`src/include/ssrw_pkg.sv`:
```
//----------------------------------------------------------------------
// Purpose : constants and carrier types of the supply supervisor
// Assumes : core clock of 125 MHz
// Notes   : times stay in their printed units; cycle counts derive here
//----------------------------------------------------------------------
package ssrw_pkg;

  // ------------------------------------------------------------------
  // clock and printed times
  // ------------------------------------------------------------------
  localparam longint unsigned CLK_HZ      = 125_000_000;
  localparam longint unsigned RST_HOLD_MS = 200;     // reset stretch
  localparam longint unsigned OV_HOLD_US  = 25;      // alarm stretch, typical
  localparam longint unsigned WD_INIT_MS  = 102_400; // 102.4 s initial timeout
  localparam longint unsigned WD_NORM_MS  = 1_600;   // 1.6 s normal timeout

  // ------------------------------------------------------------------
  // derived cycle counts: least times round up, timeouts round down
  // ------------------------------------------------------------------
  localparam longint unsigned RST_HOLD_CYC = (RST_HOLD_MS * CLK_HZ + 999) / 1000;
  localparam longint unsigned OV_HOLD_CYC  = (OV_HOLD_US * CLK_HZ + 999_999) / 1_000_000;
  localparam longint unsigned WD_INIT_CYC  = (WD_INIT_MS * CLK_HZ) / 1000;
  localparam longint unsigned WD_NORM_CYC  = (WD_NORM_MS * CLK_HZ) / 1000;

  // ------------------------------------------------------------------
  // variants and output levels
  // ------------------------------------------------------------------
  localparam int unsigned CH_QUAD = 4;
  localparam int unsigned CH_HEX  = 6;
  localparam logic        OUT_ON  = 1'b0; // active-low asserted
  localparam logic        OUT_OFF = 1'b1;

  // one monitored channel: two comparator results
  typedef struct packed {
    logic under_v; // below low threshold
    logic over_v;  // above high threshold
  } ssrw_chan_t;

endpackage : ssrw_pkg

```
`src/verilog/ssrw_stretch.sv`:
```
//----------------------------------------------------------------------
// Purpose : holds an alarm active for COUNT cycles after its cause ends
// Assumes : cause synchronous to clock
// Notes   : power-up starts with the alarm active and a full count
//----------------------------------------------------------------------
`timescale 1ns/1ps
`default_nettype none

module ssrw_stretch #(
  parameter longint unsigned COUNT = 16
) (
  input  wire logic clock,
  input  wire logic rst,
  input  wire logic step,   // clock enable and not frozen
  input  wire logic cause,
  output var  logic active
);

  localparam int CW = $clog2(COUNT + 1);

  generate
    if (COUNT < 1) begin : g_bad
      $error("ssrw_stretch: COUNT must be at least one");
    end
  endgenerate

  logic [CW-1:0] cnt_r;
  logic          active_r;

  // ------------------------------------------------------------------
  // stretch counter: reload while the cause stands, then count down
  // ------------------------------------------------------------------
  always_ff @(posedge clock or posedge rst) begin
    if (rst) begin
      cnt_r    <= CW'(COUNT);
      active_r <= 1'b1;
    end else if (step) begin
      if (cause) begin
        cnt_r    <= CW'(COUNT);
        active_r <= 1'b1;
      end else if (cnt_r != '0) begin
        cnt_r    <= cnt_r - 1'b1;
        active_r <= (cnt_r != CW'(1));
      end
    end
  end

  assign active = active_r;

endmodule : ssrw_stretch

`default_nettype wire

```
`src/verilog/ssrw_supervisor.sv`:
```
//----------------------------------------------------------------------
// Purpose : supply supervisor: reset, overvoltage alarm and watchdog
// Assumes : comparator flags and pins synchronous to clock; rst = power-up
// Notes   : outputs are open drain, driven as level plus pull-down enable
//----------------------------------------------------------------------
// Function
// - Build with four or six monitored channels, each with its own comparator.
// - Every channel delivers separate undervoltage and overvoltage flags.
// - Reset output low on any undervoltage or manual reset request low.
// - Reset stays asserted 200 ms after all its causes clear.
// - Overvoltage alarm low while any channel is over its high threshold.
// - Overvoltage alarm stays asserted 25 us after all channels recover.
// - Watchdog has an initial 102.4 s and a normal 1.6 s timeout.
// - Watchdog-expired output goes low when the active timeout elapses.
// - Either strobe edge releases watchdog-expired and restarts the count.
// - Hold-state low freezes all three outputs at their current levels.
// - Hold-state wins over a simultaneous manual reset request.
`timescale 1ns/1ps
`default_nettype none

module ssrw_supervisor #(
  parameter int unsigned     CHANNELS     = ssrw_pkg::CH_HEX,
  parameter longint unsigned RST_HOLD_CYC = ssrw_pkg::RST_HOLD_CYC,
  parameter longint unsigned OV_HOLD_CYC  = ssrw_pkg::OV_HOLD_CYC,
  parameter longint unsigned WD_INIT_CYC  = ssrw_pkg::WD_INIT_CYC,
  parameter longint unsigned WD_NORM_CYC  = ssrw_pkg::WD_NORM_CYC
) (
  input  wire logic                                clock,
  input  wire logic                                rst,
  input  wire logic                                clk_en,
  input  wire ssrw_pkg::ssrw_chan_t [CHANNELS-1:0] monitor_channel,
  input  wire logic                                manual_reset_req_n,
  input  wire logic                                hold_state_n,
  input  wire logic                                watchdog_strobe_in,
  output var  logic                                system_reset_n,
  output var  logic                                system_reset_oe,
  output var  logic                                overvoltage_alarm_n,
  output var  logic                                overvoltage_alarm_oe,
  output var  logic                                watchdog_expired_n,
  output var  logic                                watchdog_expired_oe
);

  localparam int WD_W = $clog2(WD_INIT_CYC + 1);

  // ------------------------------------------------------------------
  // elaboration checks
  // ------------------------------------------------------------------
  generate
    if (CHANNELS != ssrw_pkg::CH_QUAD && CHANNELS != ssrw_pkg::CH_HEX) begin : g_bad_ch
      $error("ssrw_supervisor: CHANNELS must be 4 or 6");
    end
    if (WD_NORM_CYC < 2 || WD_NORM_CYC > WD_INIT_CYC) begin : g_bad_wd
      $error("ssrw_supervisor: need 2 <= WD_NORM_CYC <= WD_INIT_CYC");
    end
  endgenerate

  // true when any bit of a channel vector is set
  function automatic logic any_set(input logic [CHANNELS-1:0] v);
    any_set = |v;
  endfunction : any_set

  // ------------------------------------------------------------------
  // channel flags
  // ------------------------------------------------------------------
  logic [CHANNELS-1:0] under_vec;
  logic [CHANNELS-1:0] over_vec;

  // each channel feeds its own pair of flags, never shared
  genvar gi;
  generate
    for (gi = 0; gi < CHANNELS; gi++) begin : g_ch
      assign under_vec[gi] = monitor_channel[gi].under_v;
      assign over_vec[gi]  = monitor_channel[gi].over_v;
    end
  endgenerate

  logic step;
  logic rst_cause;
  logic ov_cause;

  // hold-state stops every counter, so no output moves and manual reset is moot
  assign step      = clk_en & hold_state_n;
  assign rst_cause = any_set(under_vec) | ~manual_reset_req_n;
  assign ov_cause  = any_set(over_vec);

  // ------------------------------------------------------------------
  // reset and alarm stretchers
  // ------------------------------------------------------------------
  logic rst_active;
  logic ov_active;

  ssrw_stretch #(
    .COUNT (RST_HOLD_CYC)
  ) u_rst_stretch (
    .clock  (clock),
    .rst    (rst),
    .step   (step),
    .cause  (rst_cause),
    .active (rst_active)
  );

  ssrw_stretch #(
    .COUNT (OV_HOLD_CYC)
  ) u_ov_stretch (
    .clock  (clock),
    .rst    (rst),
    .step   (step),
    .cause  (ov_cause),
    .active (ov_active)
  );

  // stretcher outputs are flops already, so the pins come straight off them
  assign system_reset_n       = rst_active ? ssrw_pkg::OUT_ON : ssrw_pkg::OUT_OFF;
  assign overvoltage_alarm_n  = ov_active ? ssrw_pkg::OUT_ON : ssrw_pkg::OUT_OFF;
  assign system_reset_oe      = rst_active;
  assign overvoltage_alarm_oe = ov_active;

  // ------------------------------------------------------------------
  // watchdog strobe edge detect
  // ------------------------------------------------------------------
  logic strobe_prev_r;
  logic strobe_valid_r;
  logic strobe_edge;

  // the first sample after reset only primes the history, so a strobe
  // pin parked high is not mistaken for an edge
  always_ff @(posedge clock or posedge rst) begin
    if (rst) begin
      strobe_prev_r  <= 1'b0;
      strobe_valid_r <= 1'b0;
    end else if (clk_en) begin
      strobe_prev_r  <= watchdog_strobe_in;
      strobe_valid_r <= 1'b1;
    end
  end

  assign strobe_edge = strobe_valid_r & (watchdog_strobe_in != strobe_prev_r);

  // ------------------------------------------------------------------
  // watchdog timer
  // ------------------------------------------------------------------
  logic [WD_W-1:0] wd_cnt_r;
  logic [WD_W-1:0] wd_limit;
  logic            wd_seen_r;
  logic            wd_exp_r;

  // long period until the host shows life, short one after
  assign wd_limit = wd_seen_r ? WD_W'(WD_NORM_CYC) : WD_W'(WD_INIT_CYC);

  // count stops once expired; only a strobe restarts it
  always_ff @(posedge clock or posedge rst) begin
    if (rst) begin
      wd_cnt_r  <= '0;
      wd_seen_r <= 1'b0;
      wd_exp_r  <= 1'b0;
    end else if (step) begin
      if (strobe_edge) begin
        wd_cnt_r  <= '0;
        wd_seen_r <= 1'b1;
        wd_exp_r  <= 1'b0;
      end else if (!wd_exp_r) begin
        if (wd_cnt_r == wd_limit - 1'b1) begin
          wd_exp_r <= 1'b1;
        end else begin
          wd_cnt_r <= wd_cnt_r + 1'b1;
        end
      end
    end
  end

  assign watchdog_expired_n  = wd_exp_r ? ssrw_pkg::OUT_ON : ssrw_pkg::OUT_OFF;
  assign watchdog_expired_oe = wd_exp_r;

  // ------------------------------------------------------------------
  // assertion helpers: cycles since each cause was last seen
  // ------------------------------------------------------------------
  logic [63:0] rst_quiet_r;
  logic [63:0] ov_quiet_r;

  always_ff @(posedge clock or posedge rst) begin
    if (rst) begin
      rst_quiet_r <= '0;
      ov_quiet_r  <= '0;
    end else if (step) begin
      rst_quiet_r <= rst_cause ? '0 : rst_quiet_r + 64'h1;
      ov_quiet_r  <= ov_cause ? '0 : ov_quiet_r + 64'h1;
    end
  end
endmodule : ssrw_supervisor

`default_nettype wire
```
`config.mk`:
```
export PLATFORM = sky130hd
export DESIGN_NAME = ssrw_supervisor
export DESIGN_NICKNAME = d
export VERILOG_FILES = /design/src/include/ssrw_pkg.sv /design/src/verilog/ssrw_stretch.sv /design/src/verilog/ssrw_supervisor.sv
export SDC_FILE = /design/constraint.sdc
export NUM_CORES = 1
export LEC_CHECK = 0
export BUFFER_PORTS_ARGS = -buffer_cell sky130_fd_sc_hd__buf_2
export CORE_UTILIZATION = 60
export DETAILED_ROUTE_END_ITERATION = 7
export PLACE_DENSITY = 0.85
export SLEW_MARGIN = 25
export SYNTH_ARGS = -nofsm -noshare
export SYNTH_HDL_FRONTEND = slang
export SYNTH_SLANG_ARGS = --single-unit
```
`constraint.sdc`:
```
create_clock -name clock -period 2.6 [get_ports clock]
set_input_delay 0.39 -clock clock [delete_from_list [all_inputs] [get_ports clock]]
set_output_delay 0.39 -clock clock [all_outputs]
set_load 0.05 [all_outputs]
```
==> qor.csv <==
stage,metric,value,unit
yosys,Synth Area in XOR/XNOR,0.0171,
finish,share of cells above drive strength 1,0.164,
placed_design,Placed Cells,642,
sta,RSZ-0062 raised after global routing,no,
yosys,dominant synthesized flop cell,dfrtp_1,
floorplanning,Die Wd,89.5,µm
yosys,largest family of logic cells by synthesized area,simple AND/OR/NAND/NOR gates,
grt,largest net degree at the start of global routing,78,
grt,all-layer global routing usage,0.310,
run,Max Cap Violations,0,
setup_path,RR Endpoint,wd_cnt_r[29]$_DFFE_PP0P_,
clock_network,clock buffer depth,2,
setup_path,kind of end point of the critical path,flip-flop,
setup_path,Crit Path Class,reg -> reg,
clock_network,Clock transition at path regs,0.08,ns
finish,fin cells,659,
setup_path,Worst setup SP type,flip-flop,
setup_path,"setup slack, reg-to-reg",0.14,ns
placed_design,port buffer count,23,
yosys,"EDFF count, synth",0,
yosys,Adder-Cell Fraction of Synth Area,0.0191,
grt,antenna violations before repair,0,
route,ANT nets after route,0,
clock_network,clk root buf,clkbuf_8,
route,initial DRC count,429,
sta,Setup Total Neg Slack,0,ns
pwr,PD cells,476,mW/mm²
finish,multi-input logic area,0.00250,mm²
floorplanning,height of the die,89.5,µm
route,via count,4474,
floorplanning,die footprint,0.00802,mm²
run_status,status,completed,
setup_path,"Max FO, Critical Path",8,
pwr,Leak,2.04,nW
setup_path,r2r startpoint,wd_cnt_r[7]$_DFFE_PP0P_,
sta,final setup violation count,0,
yosys,Yosys warnings,0,
finish,register area,0.00195,mm²
route,DR pass1 iterations,7,
yosys,Post-Synth Simple-Gate Area,0.286,
yosys,Seq cells post-synth,77,
sta,period utilization,0.947,
route,DRC,0,
sta,Slew @ Worst Pin,0.693,ns
yosys,"Avg Cell Area, Syn",8.74,µm²
setup_path,crit path cell chain,nand4_1 -> or4_1 -> nor4_1 -> nand3_1 -> o31ai_1,
sta,min cycle time layout,2.46,ns
setup_path,R2R cell count,5,
setup_path,WP data required,2.84,ns
clock_network,Worst-Skew Late Latency,0.35,ns
yosys,Post-Synthesis Cells,526,
clock_network,H-tree levels,3,
clock_network,TritonCTS Buffers,9,
clock_network,CTS tree,done,
finish,ant diodes,0,
sta,final-report hold violation count,0,
floorplanning,number of placed I/O pins,24,
placed_design,DP HPWL,8180,µm
setup_path,slowest CP cell,or4_1,
pwr,Final Power,0.00243,W
route,routed vias/inst,6.79,
worst_hold_path,HP Class,in -> async,
sta,Final Slew Violations,0,
yosys,post-synthesis cell type count,60,
route,Routed WL,11900,µm
floorplanning,core box area,0.00733,mm²
grt,vias in the first global route,4078,
sta,fmax,0.406,GHz
sta,Slew headroom,0.534,
sta,Worst Skew,0.0106,ns
finish,Final #Nets,580,
yosys,Syn Std Cell Area,0.00460,mm²
grt,first-pass GRT wire length,19000,µm
finish,fillers,565,
yosys,compound-cell area share of the yosys netlist,0.219,
floorplanning,cell row count,31,
yosys,syn_nets,551,
placed_design,area of placed instances,0.00488,mm²
floorplanning,Initial Util,0.627,
setup_path,Arrival @ worst endpoint,2.70,ns
grt,global route overflow,0,
finish,synth-to-layout area growth,10.9,%
yosys,"Seq/Total Area, Yosys",0.425,
placed_design,RePlAce Congestion,0.955,
yosys,Post-synth ARST share,1.00,
setup_path,CP peak stage delay,0.63,ns
pwr,Peak VDD IR,348,µV
route,Avg WL per Cell,18.0,µm
clock_network,CTS sink cnt,77,
finish,fin area,0.00510,mm²
yosys,mux contribution to synthesized area,0.00245,
## worst max-delay path, delay by kind of cell, from the launching register on
family          cells  cell delay (ns)
flops               1             0.47
simple gates        4             1.61
compound gates      1             0.27
## registers in the layout, indices dropped and copies added (netlist names)
register	flops
strobe_prev_r	1
u_ov_stretch.active	1
wd_seen_r	1
u_ov_stretch.cnt_r	12
u_rst_stretch.active	1
u_rst_stretch.cnt_r	25
strobe_valid_r	1
wd_cnt_r	34
watchdog_expired_oe	1
## kinds of logic after synthesis
logic type | after synthesis
DFF | 77
AOI/OAI and AO/OA | 155
and+or+nand+nor | 241
adders and majority gates | 7
buffers and inverters | 36
muxes | 1
xor gates and xnor gates | 9
## cells in the mapped netlist, drive strengths merged, types with 13 or more instances
cell type / n / share of area
nor3: 13 / 0.014
nand2: 50 / 0.041
a31oi: 19 / 0.026
o31ai: 20 / 0.033
o21ai: 50 / 0.054
dfstp: 20 / 0.11
nor2: 53 / 0.045
nor4: 15 / 0.023
clkbuf: 21 / 0.019
nand3: 32 / 0.036
a21oi: 22 / 0.024
inv: 13 / 0.011
dfrtp: 57 / 0.31
## per-layer routing
layer | part of all wire | global-route usage
met1 | 0.44 | 0.426
met2 | 0.46 | 0.484
met3 | 0.082 | 0.0656
met4 | 0.020 | 0.120
met5 | 0 | 0
## power breakdown
part / internal [W] / switching (W) / leakage [nW]
clock: 0.000496 / 0.000448 / 0.106
sequential: 0.00122 / 0.0000307 / 0.988
combinational: 0.0000865 / 0.000146 / 0.943
total: 0.00180 / 0.000625 / 2.04
## layout make-up
class	instances	area share
Multi-Input combinational cell	413	0.491
Inverter	13	0.00957
Clock buffer	11	0.0297
Tap cell	99	0.0243
Clock inverter	5	0.0110
Timing Repair Buffer	41	0.0515
Sequential cell	77	0.383
## placed cells by master, fill, tap and decap left out, types with 5 or more instances in the layout
master,netlist,routed
nand4_1,12,12
nand2b_1,5,5
a31oi_1,19,19
dfrtp_1,57,57
buf_4,0,17
dfstp_2,20,20
or3_1,9,9
xnor2_1,5,5
and4_1,5,5
buf_2,1,23
o21ai_0,49,49
nand2_1,50,50
or4_1,8,8
a21oi_1,22,22
and2_1,8,8
o31ai_1,20,20
ha_1,7,7
o41ai_1,8,8
nor2_1,52,52
and3_1,9,9
clkbuf_8,1,11
nor4_1,13,13
inv_1,13,12
a21o_1,6,6
nor3_1,13,12
nand3_1,31,31
## how the worst max path moves through the flow
stage | start | endpoint | slack (ns) | depth (start not counted)
finish | wd_cnt_r[7]$_DFFE_PP0P_ | wd_cnt_r[29]$_DFFE_PP0P_ | 0.14 | 5
global placement | u_rst_stretch.cnt_r[2]$_DFFE_PP0P_ | u_rst_stretch.cnt_r[23]$_DFFE_PP0P_ | 0.24 | 6
detailed placement | u_rst_stretch.cnt_r[17]$_DFFE_PP0P_ | u_rst_stretch.cnt_r[13]$_DFFE_PP1P_ | 0.19 | 6
CTS | u_rst_stretch.cnt_r[17]$_DFFE_PP0P_ | u_rst_stretch.cnt_r[13]$_DFFE_PP1P_ | 0.12 | 6
floorplan | rst | strobe_prev_r$_DFFE_PP0P_ | 0.28 | 1
global route | u_rst_stretch.cnt_r[2]$_DFFE_PP0P_ | u_rst_stretch.cnt_r[13]$_DFFE_PP1P_ | 0.06 | 6
## per-stage QoR
step	setup WS, ns	hold WS (ns)	util
2_1_floorplan	0.276	0.454	-
3_3_place_gp	0.240	0.472	0.665
3_5_place_dp	0.190	0.483	0.665
4_1_cts	0.121	0.134	0.694
5_1_grt	0.0553	0.166	0.696
6_report	0.138	0.130	0.696
## repair_timing
| action | CTS | global route |
|---|---|---|
| buffers inserted | 0 | 1 |
| hold buffers | 0 | 0 |
| gates resized for setup | 0 | 1 |
| endpoints found under the setup margin | 0 | 5 |
(Power assumes the default switching activity.)
